### config.mk
export PLATFORM = sky130hd
export DESIGN_NAME = artr_top
export DESIGN_NICKNAME = d
export VERILOG_FILES = /design/src/artr_pkg.sv /design/src/artr_top.sv
export SDC_FILE = /design/constraint.sdc
export NUM_CORES = 1
export LEC_CHECK = 0
export BUFFER_PORTS_ARGS = -buffer_cell sky130_fd_sc_hd__buf_2
export CAP_MARGIN = 5
export CORE_MARGIN = 3
export CORE_UTILIZATION = 50
export CTS_BUF_LIST = sky130_fd_sc_hd__clkbuf_8 sky130_fd_sc_hd__clkbuf_16
export DETAILED_ROUTE_END_ITERATION = 10
export PLACE_DENSITY = 0.77
export SYNTH_ARGS = -nofsm -noshare
export SYNTH_HDL_FRONTEND = slang
export SYNTH_SLANG_ARGS = --single-unit
### constraint.sdc
create_clock -name clk_i -period 2.4 [get_ports clk_i]
set_input_delay 0.24 -clock clk_i [delete_from_list [all_inputs] [get_ports clk_i]]
set_output_delay 0.24 -clock clk_i [all_outputs]
set_load 0.005 [all_outputs]
### src/artr_pkg.sv
// Constants and types shared by the auto-reload timer register block
package artr_pkg;

  // Register indices; Avalon byte address is four times the index
  localparam logic [7:0] ARTR_IDX_MODE = 8'hd5;
  localparam logic [7:0] ARTR_IDX_FLAG = 8'hd6;
  localparam logic [7:0] ARTR_IDX_CFG = 8'hd7;
  localparam logic [7:0] ARTR_IDX_RELOAD = 8'hd9;
  localparam logic [7:0] ARTR_IDX_CMP = 8'hda;
  localparam logic [7:0] ARTR_IDX_LIVE = 8'hdb;

  localparam int ARTR_ADDR_W = 10;
  localparam int ARTR_DATA_W = 32;
  localparam int ARTR_BE_W = 4;

  // Mode control register fields
  localparam int ARTR_MC_LOAD_TRIG = 7;
  localparam int ARTR_MC_COUNT_EN = 6;
  localparam int ARTR_MC_PULSE_OE = 5;
  localparam int ARTR_MC_EDGE_IE = 4;
  localparam int ARTR_MC_MATCH_IE = 3;
  localparam int ARTR_MC_ROLL_IE = 2;
  localparam int ARTR_MC_MODE_LSB = 0;

  // Flag register fields
  localparam int ARTR_FL_EDGE = 2;
  localparam int ARTR_FL_MATCH = 1;
  localparam int ARTR_FL_ROLL = 0;

  // Clock/edge configuration register fields
  localparam int ARTR_CF_PS_LSB = 5;
  localparam int ARTR_CF_EDGE_POL = 3;
  localparam int ARTR_CF_EDGE_EN = 2;
  localparam int ARTR_CF_CS_LSB = 0;

  localparam logic [1:0] ARTR_MODE_RELOAD = 2'h0;
  localparam logic [1:0] ARTR_MODE_CAPT = 2'h1;
  localparam logic [1:0] ARTR_MODE_CAPT_RST = 2'h2;
  localparam logic [1:0] ARTR_MODE_EXT_LOAD = 2'h3;

  localparam logic [1:0] ARTR_CS_INT = 2'h0;
  localparam logic [1:0] ARTR_CS_INT_DIV3 = 2'h1;
  localparam logic [1:0] ARTR_CS_PIN = 2'h2;

  // Reset values, counter maximum and last divide-by-three count
  localparam logic [6:0] ARTR_RST_MODE = 7'h00;
  localparam logic [7:0] ARTR_RST_CFG = 8'h00;
  localparam logic [2:0] ARTR_RST_FLAGS = 3'h0;
  localparam logic [7:0] ARTR_RST_BYTE = 8'h00;
  localparam logic [7:0] ARTR_CNT_MAX = 8'hff;
  localparam logic [1:0] ARTR_DIV3_LAST = 2'h2;

  typedef struct packed {
    logic [6:0] mode_ctl;
    logic [7:0] cfg;
    logic [2:0] flags;
    logic [7:0] reload;
    logic [7:0] compare;
    logic [7:0] load;
    logic [7:0] cnt;
    logic [6:0] psc;
    logic [1:0] div3;
    logic [2:0] pin_sync;
    logic pin_lvl;
    logic pwm;
    logic ack;
    logic [31:0] rdata;
  } artr_state_t;

endpackage

### src/artr_top.sv
// Auto-reload timer: register file on Avalon-MM plus counter, prescaler and PWM
//
// Functional notes
// (RULE1) Load trigger copies reload, clears prescaler; reads zero
// (RULE2) Count enable runs counter; clear freezes both
// (RULE3) Pulse pin carries PWM only when enabled
// (RULE4) Edge flag with enable raises interrupt
// (RULE5) Match flag with enable raises interrupt
// (RULE6) Rollover flag with enable raises interrupt
// (RULE7) Mode field selects reload/capture/capture-reset/ext-load
// (RULE8) Reset clears mode register; readable and writable
// (RULE9) Flags read normally; write zero clears
// (RULE10) Active input edge sets edge flag
// (RULE11) Counter equal compare sets match flag
// (RULE12) Counter FFh to 00h sets rollover flag
// (RULE13) Prescaler ratio is two to field
// (RULE14) Prescaler select changes tap only
// (RULE15) Edge enable bit and polarity bit
// (RULE16) Clock source: internal, divided by three, pin
// (RULE17) Live register accesses counter while counting
// (RULE18) Load register keeps contents through reset
// (RULE19) Overflow reloads counter from reload register
// (RULE20) Compare register holds match value
// (RULE21) Overflow drives pulse high, match drives low
// (RULE22) Capture modes copy counter on input edge
// (RULE23) Capture-reset also clears counter and prescaler
// (RULE24) External-load mode loads counter on edge
// (RULE25) Masked requests ORed into one interrupt
`timescale 1ns/100ps
`default_nettype none

module artr_top (
  input wire logic clk_i,
  input wire logic reset_i,
  input wire logic [artr_pkg::ARTR_ADDR_W-1:0] address_i,
  input wire logic read_i,
  input wire logic write_i,
  input wire logic [artr_pkg::ARTR_DATA_W-1:0] writedata_i,
  input wire logic [artr_pkg::ARTR_BE_W-1:0] byteenable_i,
  output logic [artr_pkg::ARTR_DATA_W-1:0] readdata_o,
  output logic waitrequest_o,
  input wire logic timer_input_pin_i,
  output logic pulse_output_pin_o,
  output logic timer_irq_o
);
  import artr_pkg::*;

  artr_state_t st_ff;
  artr_state_t nxt_st;

  logic [7:0] idx;
  logic acc;
  logic wr_go;
  logic [7:0] wbyte;
  logic wr_mode;
  logic wr_flag;
  logic wr_cfg;
  logic wr_reload;
  logic wr_cmp;
  logic wr_live;
  logic [1:0] mode;
  logic count_en;
  logic [2:0] ps_sel;
  logic [1:0] cs_sel;
  logic [6:0] ps_mask;
  logic stable_lvl;
  logic rise;
  logic fall;
  logic edge_evt;
  logic src_tick;
  logic tick;
  logic roll;
  logic match;
  logic [7:0] cnt_inc;
  logic [2:0] flag_set;
  logic [7:0] rd_byte;

  assign idx = address_i[9:2];
  assign acc = read_i | write_i;
  // One wait state: the answer is registered, so readdata comes from a flop
  assign waitrequest_o = acc & ~st_ff.ack;
  assign wr_go = write_i & st_ff.ack & byteenable_i[0];
  assign wbyte = writedata_i[7:0];
  assign wr_mode = wr_go & (idx == ARTR_IDX_MODE);
  assign wr_flag = wr_go & (idx == ARTR_IDX_FLAG);
  assign wr_cfg = wr_go & (idx == ARTR_IDX_CFG);
  assign wr_reload = wr_go & (idx == ARTR_IDX_RELOAD);
  assign wr_cmp = wr_go & (idx == ARTR_IDX_CMP);
  assign wr_live = wr_go & (idx == ARTR_IDX_LIVE);

  assign mode = st_ff.mode_ctl[ARTR_MC_MODE_LSB +: 2];
  assign count_en = st_ff.mode_ctl[ARTR_MC_COUNT_EN];
  assign ps_sel = st_ff.cfg[ARTR_CF_PS_LSB +: 3];
  assign cs_sel = st_ff.cfg[ARTR_CF_CS_LSB +: 2];

  // Pin level accepted only once the last two sync stages agree
  assign stable_lvl = (st_ff.pin_sync[1] == st_ff.pin_sync[2]) ?
                      st_ff.pin_sync[2] : st_ff.pin_lvl;
  assign rise = stable_lvl & ~st_ff.pin_lvl;
  assign fall = ~stable_lvl & st_ff.pin_lvl;
  assign edge_evt = st_ff.cfg[ARTR_CF_EDGE_EN] &
                    (st_ff.cfg[ARTR_CF_EDGE_POL] ? fall : rise); // RULE15

  // Source tick, before the prescaler
  always_comb begin
    unique case (cs_sel)
      ARTR_CS_INT: src_tick = 1'b1; // RULE16
      ARTR_CS_INT_DIV3: src_tick = (st_ff.div3 == ARTR_DIV3_LAST); // RULE16
      ARTR_CS_PIN: src_tick = rise; // RULE16
      default: src_tick = 1'b0;
    endcase
  end

  // Tap select only; the prescaler count itself is never touched here
  assign ps_mask = 7'((8'h01 << ps_sel) - 8'h01); // RULE13 RULE14
  assign tick = count_en & src_tick & ((st_ff.psc & ps_mask) == ps_mask); // RULE2
  assign roll = tick & (st_ff.cnt == ARTR_CNT_MAX); // RULE12
  assign cnt_inc = st_ff.cnt + 8'h01;
  assign match = tick & ~roll & (cnt_inc == st_ff.compare); // RULE11 RULE20

  always_comb begin
    flag_set = 3'h0;
    flag_set[ARTR_FL_EDGE] = edge_evt; // RULE10
    flag_set[ARTR_FL_MATCH] = match; // RULE11
    flag_set[ARTR_FL_ROLL] = roll; // RULE12
  end

  // Read mux; trigger bit and unused bits other than config bit 4 read as zero
  always_comb begin
    unique case (idx)
      ARTR_IDX_MODE: rd_byte = {1'b0, st_ff.mode_ctl}; // RULE1 RULE8
      ARTR_IDX_FLAG: rd_byte = {5'h00, st_ff.flags}; // RULE9
      ARTR_IDX_CFG: rd_byte = st_ff.cfg;
      ARTR_IDX_RELOAD: rd_byte = st_ff.reload;
      ARTR_IDX_CMP: rd_byte = st_ff.compare;
      ARTR_IDX_LIVE: rd_byte = st_ff.cnt; // RULE17
      default: rd_byte = 8'h00;
    endcase
  end

  always_comb begin
    nxt_st = st_ff;

    // Bus handshake
    nxt_st.ack = acc & ~st_ff.ack;
    if (acc & ~st_ff.ack) begin
      nxt_st.rdata = {24'h000000, rd_byte};
    end

    // Synchroniser and accepted pin level
    nxt_st.pin_sync = {st_ff.pin_sync[1:0], timer_input_pin_i};
    nxt_st.pin_lvl = stable_lvl;

    // Divide-by-three source, frozen with the counter
    if (count_en & (cs_sel == ARTR_CS_INT_DIV3)) begin
      if (st_ff.div3 == ARTR_DIV3_LAST) begin
        nxt_st.div3 = 2'h0;
      end else begin
        nxt_st.div3 = st_ff.div3 + 2'h1;
      end
    end

    // Register writes
    if (wr_mode) begin
      nxt_st.mode_ctl = wbyte[6:0]; // RULE8
    end
    if (wr_cfg) begin
      nxt_st.cfg = wbyte; // RULE14
    end
    if (wr_cmp) begin
      nxt_st.compare = wbyte; // RULE20
    end
    if (wr_reload) begin
      nxt_st.reload = wbyte;
    end
    if (wr_live) begin
      nxt_st.load = wbyte; // RULE17
    end

    // Prescaler and counter; software loads take priority over edges and ticks
    if (count_en & src_tick) begin
      nxt_st.psc = st_ff.psc + 7'h01; // RULE2
    end
    if (tick) begin
      if (roll) begin
        nxt_st.cnt = st_ff.reload; // RULE19
      end else begin
        nxt_st.cnt = cnt_inc;
      end
    end

    if (edge_evt) begin
      unique case (mode)
        ARTR_MODE_CAPT: begin
          nxt_st.reload = st_ff.cnt; // RULE7 RULE22
        end
        ARTR_MODE_CAPT_RST: begin
          nxt_st.reload = st_ff.cnt; // RULE22
          nxt_st.cnt = 8'h00; // RULE23
          nxt_st.psc = 7'h00; // RULE23
        end
        ARTR_MODE_EXT_LOAD: begin
          nxt_st.cnt = st_ff.reload; // RULE24
          nxt_st.psc = 7'h00; // RULE24
        end
        ARTR_MODE_RELOAD: begin
        end
      endcase
    end

    if (wr_mode & wbyte[ARTR_MC_LOAD_TRIG]) begin
      nxt_st.cnt = st_ff.reload; // RULE1
      nxt_st.psc = 7'h00; // RULE1
    end
    if (wr_live) begin
      nxt_st.cnt = wbyte; // RULE17
      nxt_st.psc = 7'h00;
    end

    // PWM: match pulls low after an overflow set it high
    if (match) begin
      nxt_st.pwm = 1'b0; // RULE21
    end else if (roll) begin
      nxt_st.pwm = 1'b1; // RULE21
    end

    // Flags: a hardware set in the same cycle beats a software clear
    if (wr_flag) begin
      nxt_st.flags = st_ff.flags & wbyte[2:0]; // RULE9
    end
    nxt_st.flags = nxt_st.flags | flag_set; // RULE10 RULE11 RULE12
  end

  always_ff @(posedge clk_i) begin
    if (reset_i) begin
      st_ff.mode_ctl <= ARTR_RST_MODE; // RULE8
      st_ff.cfg <= ARTR_RST_CFG;
      st_ff.flags <= ARTR_RST_FLAGS;
      st_ff.reload <= ARTR_RST_BYTE;
      st_ff.compare <= ARTR_RST_BYTE;
      st_ff.load <= st_ff.load; // RULE18
      st_ff.cnt <= ARTR_RST_BYTE;
      st_ff.psc <= 7'h00;
      st_ff.div3 <= 2'h0;
      st_ff.pin_sync <= 3'h0;
      st_ff.pin_lvl <= 1'b0;
      st_ff.pwm <= 1'b0;
      st_ff.ack <= 1'b0;
      st_ff.rdata <= 32'h00000000;
    end else begin
      st_ff <= nxt_st;
    end
  end

  assign readdata_o = st_ff.rdata;
  assign pulse_output_pin_o = st_ff.mode_ctl[ARTR_MC_PULSE_OE] & st_ff.pwm; // RULE3
  assign timer_irq_o =
    (st_ff.mode_ctl[ARTR_MC_EDGE_IE] & st_ff.flags[ARTR_FL_EDGE]) | // RULE4 RULE25
    (st_ff.mode_ctl[ARTR_MC_MATCH_IE] & st_ff.flags[ARTR_FL_MATCH]) | // RULE5
    (st_ff.mode_ctl[ARTR_MC_ROLL_IE] & st_ff.flags[ARTR_FL_ROLL]); // RULE6

endmodule

`default_nettype wire

==> key figures, run 1 <==
Power
  – Leak Pwr: between 1.5 and 2 nW
  – P per Cell Area: around 480 nW/µm²
  – VDD IR max: between 0.3 and 0.4 mV
  – Total power: ~2.1 mW

Global route
  – Initial antenna violation count: 0
  – Total track usage: approximately a quarter
  – Largest net degree at the start of global routing: 35
  – Global-route wire length before repair: between 15 and 20 mm
  – Vias in the first global route: ~3.7k
  – Overflow after GRT: 0

Die
  – Die Width: about 95 µm
  – Core box area: ~7500 µm²
  – Initial Util: 53.2%
  – Row count: 31
  – Die H: about 95 µm
  – Die area: ~9100 µm²
  – I/O Pins: 86

Synthesis
  – Post-synth EDFFs: 0
  – Asr flop ratio synth: 0%
  – Synth Instances: just under 500
  – Top-count cell post-synth: nand2_1
  – Post-Syn Area per Cell: ~8.0 µm²
  – Synth Flop Type: dfxtp_1
  – Synth top area share: around a third
  – Top cell type by total area after synthesis: dfxtp_1
  – Sequential cell area fraction in the yosys report: between 30 and 40%
  – Synth top area cells: dfxtp_1 (33%), nand2_1 (7.2%), buf_4 (6.0%), a21oi_1 (5.5%), nor2_1 (4.4%)
  – Yosys reg bits: 65
  – Synth unique cells: 77
  – Yosys warns: 0
  – Post-synth top cells: nand2_1 (76), dfxtp_1 (65), nor2_1 (47), a21oi_1 (44), buf_4 (32)
  – Synth Cell Area: ~4000 µm²

Timing
  – Final Setup Violations: 0
  – Sum Neg Setup Slack: 0 ns
  – Fmax: ~430 MHz
  – Worst-margin pin slew: roughly 0.57 ns
  – Slew Viols, Final: 0
  – Hold Fails Final Rpt: 0
  – Relative slew slack: between 60% and 70%
  – Final cycle utilization of the critical path: 96.9%
  – Fin Clk Skew: between 0.01 and 0.015 ns
  – Fin crit period: 2.33 ns
  – RSZ-0062 raised after global routing: false

Layout
  – # diodes: 0
  – Layout cells sized above 1: a little over 20%
  – Fill cells: between 600 and 700
  – # nets final: ~600
  – P&R area growth vs syn: 13.1%

Worst setup path
  – Critical path endpoint category: register
  – Reg2Reg Depth: 9
  – Worst Setup SP: ps_sel[2]
  – CP Launch Type: register
  – CP arrival: roughly 2.6 ns
  – Flop2flop setup slack: roughly 0.074 ns
  – R2r startpoint: ps_sel[2]
  – Req. time, crit path: 2.65 ns
  – CP Class: reg2reg
  – Reg2reg end: st_ff[52]
  – CP max FO: 5

Placed design
  – # port buffers: 32
  – DPL Wire Length: approximately 8.4 mm
  – RePlAce Congestion: 0.945

Routing
  – Routed Wire Length: between 10 and 15 mm
  – DRC: 0
  – DRT antenna net count: 0
  – Drt pass-1 iters: 5
  – Starting DRT DRC Count: approximately 380
  – Via density: between 5 and 6
  – WL/cell: roughly 18 µm
  – Via count: around 3.9k

Worst hold path
  – Worst hold path type: in2reg
  – Hold_sp: timer_input_pin_i
  – Hold Crit Depth: 2
  – Hold EP: nxt_st[36]

Clocking
  – Clk sink count: 65
  – Hold buffer count at CTS: 0
  – Num CTS Buffers: 9
  – H-tree levels: 3
  – CTS tree: done
  – Clock-pin transition on the worst setup and hold timing paths: roughly 0.080 ns
  – Clock Latency Late Sink: about 0.36 ns
  – Deepest clock path buffer count: 2
  – Root buffer cell: clkbuf_8

Run status
  – Outcome: finished, final reports clean

Flow run
  – Maxcap violations: 0
cell usage in the layout, fill, tap and decap left out, types with 9 or more instances in the layout:
cell      Yosys  routed
a21oi_1      44      44
buf_2         5      32
buf_4        32      33
clkbuf_8      0       9
conb_1        1      24
dfxtp_1      65      64
inv_1        12      14
mux2i_1      11      10
nand2_1      76      76
nand3_1      14      14
nor2_1       47      47
nor3_1       10      10
o21ai_0      17      17
xnor2_1      12      12
worst max path at each step:
stage / to / slack, ns / depth (start not counted)
3_3_place_gp: st_ff[47] / 0.07 / 8
4_1_cts: st_ff[53] / 0.02 / 8
2_1_floorplan: st_ff[53] / 0.003 / 9
3_5_place_dp: st_ff[47] / 0.008 / 8
5_1_grt: st_ff[52] / 0.0002 / 9
6_report: st_ff[52] / 0.07 / 9
kinds of logic (layout without fill, tap and decap cells):
group | Yosys count | after routing | synth area share [%]
AO/OA/AOI/OAI | 126 | 126 | 22.2
flip-flops | 65 | 65 | 32.7
XOR/XNOR | 20 | 20 | 4.40
AND/OR/NAND/NOR | 197 | 197 | 25.6
other | 1 | 24 | 0.0942
multiplexers | 15 | 15 | 3.90
adder cells (fa/ha/maj) | 5 | 5 | 1.57
buffers and inverters | 66 | 94 | 9.58
worst max-delay path, cell delays in order (launching register included):
cell      delay (ns)
dfxtp_2         0.34
or3_4           0.40
ha_4            0.19
xor2_1          0.13
o2bb2a_1        0.31
o21ai_2         0.21
nor3_4          0.08
buf_4           0.15
and3_2          0.17
a211o_1         0.25
metrics by stage:
step                worst slack, ns  cells  hold WS, ns  utilization (%)  cell area [µm²]
CTS                          0.0232    643       0.0965             59.6             4460
global placement             0.0677    627        0.419             57.1             4270
detailed placement          0.00793    627        0.437             57.1             4270
floorplan                   0.00319    518        0.356                -             4090
finish                       0.0744    645        0.102             60.2             4500
global route               0.000183    645        0.101             60.2             4500
what timing repair did:
action | CTS | global route
resized for setup | 0 | 5
setup endpoints to repair | 1 | 3
endpoints found under the hold margin | 0 | 0
pin swaps | 1 | 5
setup buffers | 0 | 2
sequential cells by signal, summed over array words and instances (netlist names):
| name | cells |
|---|---|
| mode | 2 |
| cs_sel | 2 |
| readdata_o | 8 |
| st_ff | 47 |
| count_en | 1 |
| nxt_st | 2 |
| ps_sel | 3 |
final cells by class:
| class | instances | area [µm²] | area share, % |
|---|---|---|---|
| clock buffers | 9 | 124 | 2.75 |
| flip-flops and latches | 65 | 1300 | 28.9 |
| clock inverters | 7 | 63.8 | 1.42 |
| multi-input cells | 387 | 2430 | 53.9 |
| inverters | 12 | 45.0 | 1.00 |
| well taps | 99 | 124 | 2.75 |
| repair buffers | 66 | 419 | 9.31 |
per-layer routing:
metal  vias up  wire length [µm]  track usage (%)
met4         0               403             13.0
met2       227              5180             38.9
met3        45              1310             8.76
li1       1806                 -                -
met1      1776              4490             31.9
met5         -                 0                0
power by group:
group          switching (mW)  internal, mW
sequential            0.00567          1.09
clock                   0.444         0.470
combinational          0.0929        0.0424
Note: power is estimated with default switching activity, not from simulation.
==> inputs of run 2 (changes only) <==
--- a/config.mk
+++ b/config.mk
@@ -11,7 +11,7 @@
 export CORE_UTILIZATION = 50
 export CTS_BUF_LIST = sky130_fd_sc_hd__clkbuf_8 sky130_fd_sc_hd__clkbuf_16
 export DETAILED_ROUTE_END_ITERATION = 10
-export PLACE_DENSITY = 0.77
+export PLACE_DENSITY = 0.74
 export SYNTH_ARGS = -nofsm -noshare
 export SYNTH_HDL_FRONTEND = slang
 export SYNTH_SLANG_ARGS = --single-unit
==> constraint.sdc (replaced) <==
create_clock -name clk_i -period 2.25 [get_ports clk_i]
set_input_delay 0.225 -clock clk_i [delete_from_list [all_inputs] [get_ports clk_i]]
set_output_delay 0.225 -clock clk_i [all_outputs]
set_load 0.005 [all_outputs]
==> run 2 against run 1 <==
  * The flow now finishes with violations (setup timing)
  * Clock power is 5.9% higher
  * Largest cell class unchanged
  * Wire length is 4.8% higher
  * Cell count is 3.1% higher
  * Critical path type unchanged
==> key figures, run 2 (synthesized netlist as in run 1, its figures left out) <==
Run status
  – Outcome: complete, but fails checks
  – Failing checks: setup timing

Routing
  – Routed Wire Length: 11.9 mm (+4.8%)
  – Via density: 5.87 (-1.7%)
  – Via count: 3904 (+1.3%)
  – WL/cell: 17.9 µm (+1.6%)
  – Drt pass-1 iters: 7 (+2)
  – DRC: 0 (unchanged)
  – DRT antenna net count: 0 (unchanged)
  – Starting DRT DRC Count: 550 (+46%)

Clocking
  – Clock-pin transition on the worst setup and hold timing paths: 0.08 ns (about the same)
  – Deepest clock path buffer count: 2 (unchanged)
  – Clock Latency Late Sink: 0.34 ns (-0.02 ns)
  – Root buffer cell: clkbuf_8
  – CTS tree: done
  – Hold buffer count at CTS: 0 (unchanged)
  – Num CTS Buffers: 9 (unchanged)
  – Clk sink count: 65 (unchanged)
  – H-tree levels: 3 (unchanged)

Worst setup path
  – R2r startpoint: ps_sel[0]
  – CP max FO: 5 (unchanged)
  – Reg2reg end: st_ff[53]
  – Critical path endpoint category: register
  – WP depth: 9 (unchanged)
  – CP Launch Type: register
  – Worst Setup SP: ps_sel[0]
  – Reg2Reg Depth: 9 (unchanged)
  – CP Class: reg2reg
  – CP max stage delay: 0.40 ns (about the same)
  – Crit-path cells: or3_4 -> ha_4 -> xor2_2 -> o2bb2a_4 -> o21ai_4 -> nor3_4 -> buf_4 -> a31o_1 -> a2111oi_2
  – Req. time, crit path: 2.50 ns (-0.15 ns)
  – Flop2flop setup slack: -0.05 ns (-0.12 ns)
  – Critical path's top delay family: compound AO/OA/AOI/OAI gates
  – CP max stage cell: or3_4
  – CP arrival: 2.54 ns (-0.04 ns)
  – WP buf/inv: 1 (unchanged)
  – Critical Path Sink: st_ff[53]

Global route
  – Overflow after GRT: 0 (unchanged)
  – Global-route wire length before repair: 18.5 mm (+4.3%)
  – Vias in the first global route: 3624 (-0.77%)
  – Initial antenna violation count: 0 (unchanged)
  – Largest net degree at the start of global routing: 26 (-26%)
  – Total track usage: 26.8% (+1.2 points)

Die
  – Die area: 9070 µm² (unchanged)
  – Initial Util: 53.2% (unchanged)
  – Core box area: 7490 µm² (unchanged)
  – I/O Pins: 86 (unchanged)
  – Row count: 31 (unchanged)
  – Die Width: 95.2 µm (unchanged)
  – Die H: 95.2 µm (unchanged)

Layout
  – Area of the multi-input gates: 2470 µm² (+1.7%)
  – # diodes: 0 (unchanged)
  – FF/Latch Area: 1300 µm² (about the same)
  – Commonest non-fill, non-tap cell in the layout: nand2_1
  – Layout cells sized above 1: 24.2% (+3.9 points)
  – Top reg by flops: st_ff
  – P&R area growth vs syn: 18.2%
  – Number of flip-flops in the largest register: 47 (unchanged)
  – Fill cells: 646 (-0.92%)
  – # nets final: 617 (+3.4%)
  – Most frequent cells in the layout: nand2_1 (76), dfxtp_1 (63), buf_4 (53)

Timing
  – Final Setup Violations: 2 (+2)
  – Sum Neg Setup Slack: -0.0824 ns (-0.0824 ns)
  – Relative slew slack: 64.4% (+2.4 points)
  – Final worst setup slack: -0.0457 ns (-0.120 ns)
  – Final cycle utilization of the critical path: 102% (+5.1 points)
  – Slew Viols, Final: 0 (unchanged)
  – Fin Clk Skew: 0.0120 ns (+0.000742 ns)
  – Fin crit period: 2.30 ns (-0.0299 ns)
  – RSZ-0062 raised after global routing: true
  – Fmax: 436 MHz (+1.3%)
  – Worst-margin pin slew: 0.528 ns (-0.0370 ns)
  – Hold Fails Final Rpt: 0 (unchanged)

Power
  – Total power: 2.29 mW (+6.9%)
  – P per Cell Area: 486 nW/µm² (+2.3%)
  – Leak Pwr: 1.80 nW (+7.1%)
  – VDD IR max: 0.289 mV (-11%)

Placed design
  – RePlAce Congestion: 0.990 (+4.8%)
  – DPL Wire Length: 8.88 mm (+6.3%)
  – # port buffers: 32 (unchanged)

Worst hold path
  – Worst hold path type: in2reg

Flow run
  – Maxcap violations: 0 (unchanged)
run 2: how the worst min path moves through the flow:
| stage | start | end | slack, ns | depth (start not counted) |
|---|---|---|---|---|
| 6_report | timer_input_pin_i | nxt_st[36] | 0.08 | 2 |
| 5_1_grt | timer_input_pin_i | nxt_st[36] | 0.09 | 2 |
| 4_1_cts | timer_input_pin_i | nxt_st[36] | 0.08 | 2 |
| 3_5_place_dp | nxt_st[36] | nxt_st[37] | 0.43 | 1 |
| 3_3_place_gp | nxt_st[36] | nxt_st[37] | 0.42 | 1 |
| 2_1_floorplan | writedata_i[3] | st_ff[50] | 0.34 | 2 |
run 2: routing by layer:
metal | vias up | GRT usage, % | wire length, µm
met2 | 218 | 41.8 | 5420
met4 | 0 | 9.86 | 252
met3 | 29 | 4.74 | 1160
li1 | 1846 | - | -
met5 | - | 0 | 0
met1 | 1811 | 36.9 | 5090
run 2: power breakdown:
part | leakage, nW | internal (mW) | switching (mW)
clock network | 0.102 | 0.502 | 0.466
logic | 1.18 | 0.0515 | 0.104
registers | 0.526 | 1.16 | 0.00610
total | 1.80 | 1.71 | 0.576
run 2: what timing repair did:
| action | CTS | global route |
|---|---|---|
| resized for setup | 2 | 8 |
| endpoints found under the setup margin | 4 | 11 |
| gates cloned | 0 | 0 |
| pin swaps | 2 | 9 |
| buffers inserted | 0 | 8 |
run 2: per-stage QoR:
step	worst slack [ns]	utilization (%)	instances	hold WS [ns]	instance area (µm²)
2_1_floorplan	0.0142	-	518	0.341	4110
3_5_place_dp	-0.0418	58.9	641	0.427	4410
5_1_grt	-0.139	62.9	665	0.0889	4710
4_1_cts	-0.0198	61.6	657	0.0763	4610
3_3_place_gp	0.0354	58.9	641	0.416	4410
6_report	-0.0457	62.9	665	0.0826	4710
run 2: area by class of cell:
cell class,count,area share [%]
sequential,65,27.7
tap,99,2.63
clock inverter,7,1.36
timing repair buffer,86,12.3
clock buffer,9,2.63
multi-input combinational,387,52.4
inverter,12,0.957
==> inputs of run 3 (changes only) <==
--- a/config.mk
+++ b/config.mk
@@ -10,8 +10,9 @@
 export CORE_MARGIN = 3
 export CORE_UTILIZATION = 50
 export CTS_BUF_LIST = sky130_fd_sc_hd__clkbuf_8 sky130_fd_sc_hd__clkbuf_16
+export CTS_CLUSTER_DIAMETER = 80
 export DETAILED_ROUTE_END_ITERATION = 10
-export PLACE_DENSITY = 0.74
+export PLACE_DENSITY = 0.77
 export SYNTH_ARGS = -nofsm -noshare
 export SYNTH_HDL_FRONTEND = slang
 export SYNTH_SLANG_ARGS = --single-unit
==> constraint.sdc (replaced) <==
create_clock -name clk_i -period 1.9 [get_ports clk_i]
set_input_delay 0.19 -clock clk_i [delete_from_list [all_inputs] [get_ports clk_i]]
set_output_delay 0.19 -clock clk_i [all_outputs]
set_load 0.005 [all_outputs]
==> run 3 against run 2 <==
  * Fmax decreased by 0.39%
  * Die area unchanged
  * Largest power group unchanged
  * The run still ends with setup timing left
  * Final area increased by 8.3%
  * Worst hold slack got worse by 0.037 ns
  * Wire length increased by 11%
  * Register-to-register slack got worse by 0.36 ns
  * Sequential power increased by 19%
  * First-iteration DRC count decreased by 35%
  * Flip-flop and latch count unchanged
  * Sequential share of layout area decreased by 2.0 points
  * Clock skew decreased by 0.0023 ns
  * Clock power increased by 22%
==> key figures, run 3 (synthesized netlist as in run 1, its figures left out) <==
Worst setup path
  – Req. time, crit path: 2.14 ns (-0.36 ns)
  – Critical path endpoint category: register
  – Worst Setup SP: ps_sel[1]
  – CP max stage delay: 0.41 ns (about the same)
  – Crit-path cells: or3_4 -> ha_4 -> nor2_2 -> a211o_4 -> nor3_4 -> mux2i_1 -> o221ai_2
  – CP arrival: 2.54 ns (about the same)
  – CP Launch Type: register
  – CP Class: reg2reg
  – CP max stage cell: or3_4
  – R2r startpoint: ps_sel[1]
  – CP max FO: 8 (+3)

Clocking
  – Clk sink count: 65 (unchanged)
  – CTS tree: done
  – H-tree levels: 3 (unchanged)
  – Clock-pin transition on the worst setup and hold timing paths: 0.07 ns (about the same)
  – Clock Latency Late Sink: 0.36 ns (+0.02 ns)
  – Num CTS Buffers: 9 (unchanged)
  – Deepest clock path buffer count: 2 (unchanged)
  – Root buffer cell: clkbuf_8
  – Hold buffer count at CTS: 0 (unchanged)

Global route
  – Largest net degree at the start of global routing: 23 (-12%)
  – Global-route wire length before repair: 20.5 mm (+11%)
  – Total track usage: 29.9% (+3.1 points)
  – Vias in the first global route: 3995 (+10%)
  – Initial antenna violation count: 0 (unchanged)
  – Overflow after GRT: 0 (unchanged)

Flow run
  – Maxcap violations: 0 (unchanged)

Run status
  – Outcome: complete, but fails checks
  – Failing checks: setup timing

Timing
  – Fin Clk Skew: 0.00968 ns (-0.00228 ns)
  – Worst-margin pin slew: 0.520 ns (-0.00849 ns)
  – Fin crit period: 2.30 ns (+0.00891 ns)
  – Worst Hold Margin: 0.0460 ns (-0.0366 ns)
  – Slew Viols, Final: 0 (unchanged)
  – Relative slew slack: 65.0% (+0.57 points)
  – Final worst setup slack: -0.405 ns (-0.359 ns)
  – Hold Fails Final Rpt: 0 (unchanged)
  – Final Setup Violations: 11 (+9)
  – RSZ-0062 raised after global routing: true
  – Fmax: 434 MHz (-0.39%)
  – Sum Neg Setup Slack: -3.66 ns (-3.57 ns)
  – Final cycle utilization of the critical path: 121% (+19 points)

Die
  – Initial Util: 53.2% (unchanged)
  – Die area: 9070 µm² (unchanged)
  – I/O Pins: 86 (unchanged)
  – Die Width: 95.2 µm (unchanged)
  – Die H: 95.2 µm (unchanged)
  – Row count: 31 (unchanged)
  – Core box area: 7490 µm² (unchanged)

Routing
  – Via count: 4148 (+6.3%)
  – Met2 Wirelength: 6.31 mm (+16%)
  – WL/cell: 19.1 µm (+6.4%)
  – DRC: 0 (unchanged)
  – DR top layer: met4
  – Drt pass-1 iters: 6 (-1)
  – Routed Wire Length: 13.3 mm (+11%)
  – Met3 routed WL: 1.16 mm (unchanged)
  – Met1 wire length: 5.36 mm (+5.2%)
  – Starting DRT DRC Count: 355 (-35%)
  – DRT antenna net count: 0 (unchanged)
  – Via density: 5.95 (+1.4%)

Layout
  – Number of flip-flops in the largest register: 47 (unchanged)
  – Fill cells: 606 (-6.2%)
  – Fin cells: 697 (+4.8%)
  – P&R area growth vs syn: 27.9%
  – Most frequent cells in the layout: buf_4 (78), nand2_1 (75), dfxtp_1 (61)
  – Top reg by flops: st_ff
  – Commonest non-fill, non-tap cell in the layout: buf_4
  – # diodes: 0 (unchanged)
  – Layout cells sized above 1: 31.4% (+7.2 points)
  – # nets final: 649 (+5.2%)
  – Finished Core Util: 68.1% (+5.2 points)

Placed design
  – DPL Wire Length: 9.70 mm (+9.2%)
  – Post-Place Cells: 669 (+4.4%)
  – RePlAce Congestion: 0.968 (-2.2%)
  – # port buffers: 32 (unchanged)
  – Pre-CTS setup slack: -0.340 ns (-0.298 ns)

Power
  – VDD IR max: 0.420 mV (+45%)
  – P per Cell Area: 541 nW/µm² (+11%)
  – Leak Pwr: 1.96 nW (+8.6%)

Worst hold path
  – Hold_sp: timer_input_pin_i
  – Worst hold path type: in2reg
==> run 3: critical path: cells and delay by family (launching register included) <==
family,cells,cell delay [ns]
simple gates,3,0.86
compound gates,2,0.43
mux,1,0.29
fa+ha+maj,1,0.28
flops,1,0.33
==> run 3: what timing repair did <==
| item | 4_1_cts | 5_1_grt |
|---|---|---|
| hold endpoints to repair | 0 | 0 |
| setup buffers | 5 | 7 |
| endpoints found under the setup margin | 20 | 26 |
| pin swaps | 11 | 13 |
| resized for setup | 13 | 27 |
==> run 3: per-layer routing <==
layer | vias up | track usage, %
met2 | 230 | 47.2
met3 | 46 | 8.68
li1 | 1909 | -
met4 | 0 | 12.6
met1 | 1963 | 38.0
met5 | - | 0
==> run 3: final timing paths <==
check | end | slack [ns] | cells past startpoint
worst max-delay path | st_ff[47] | -0.40 | 7
worst min-delay path | nxt_st[36] | 0.05 | 2
worst max register to register | st_ff[47] | -0.40 | 7
worst min register to register | nxt_st[37] | 0.44 | 1
==> run 3: layout make-up <==
type | count | area, µm² | share of cell area (%)
Clock buffer | 9 | 124 | 2.43
Timing Repair Buffer | 118 | 853 | 16.7
Sequential cell | 65 | 1310 | 25.7
Clock inverter | 7 | 71.3 | 1.40
Multi-Input combinational cell | 387 | 2570 | 50.4
Tap cell | 99 | 124 | 2.43
Inverter | 12 | 45.0 | 0.884
==> run 3: per-stage QoR <==
step | instance area (µm²) | total power, mW
2_1_floorplan | 4120 | 1.54
3_3_place_gp | 4640 | 1.60
3_5_place_dp | 4640 | 1.60
4_1_cts | 4940 | 2.76
5_1_grt | 5090 | 2.86
6_report | 5090 | 2.76
==> run 3: power by group <==
group,switching [mW],internal (mW),total [mW]
logic,0.125,0.0691,0.194
registers,0.00896,1.37,1.38
clock network,0.582,0.602,1.18
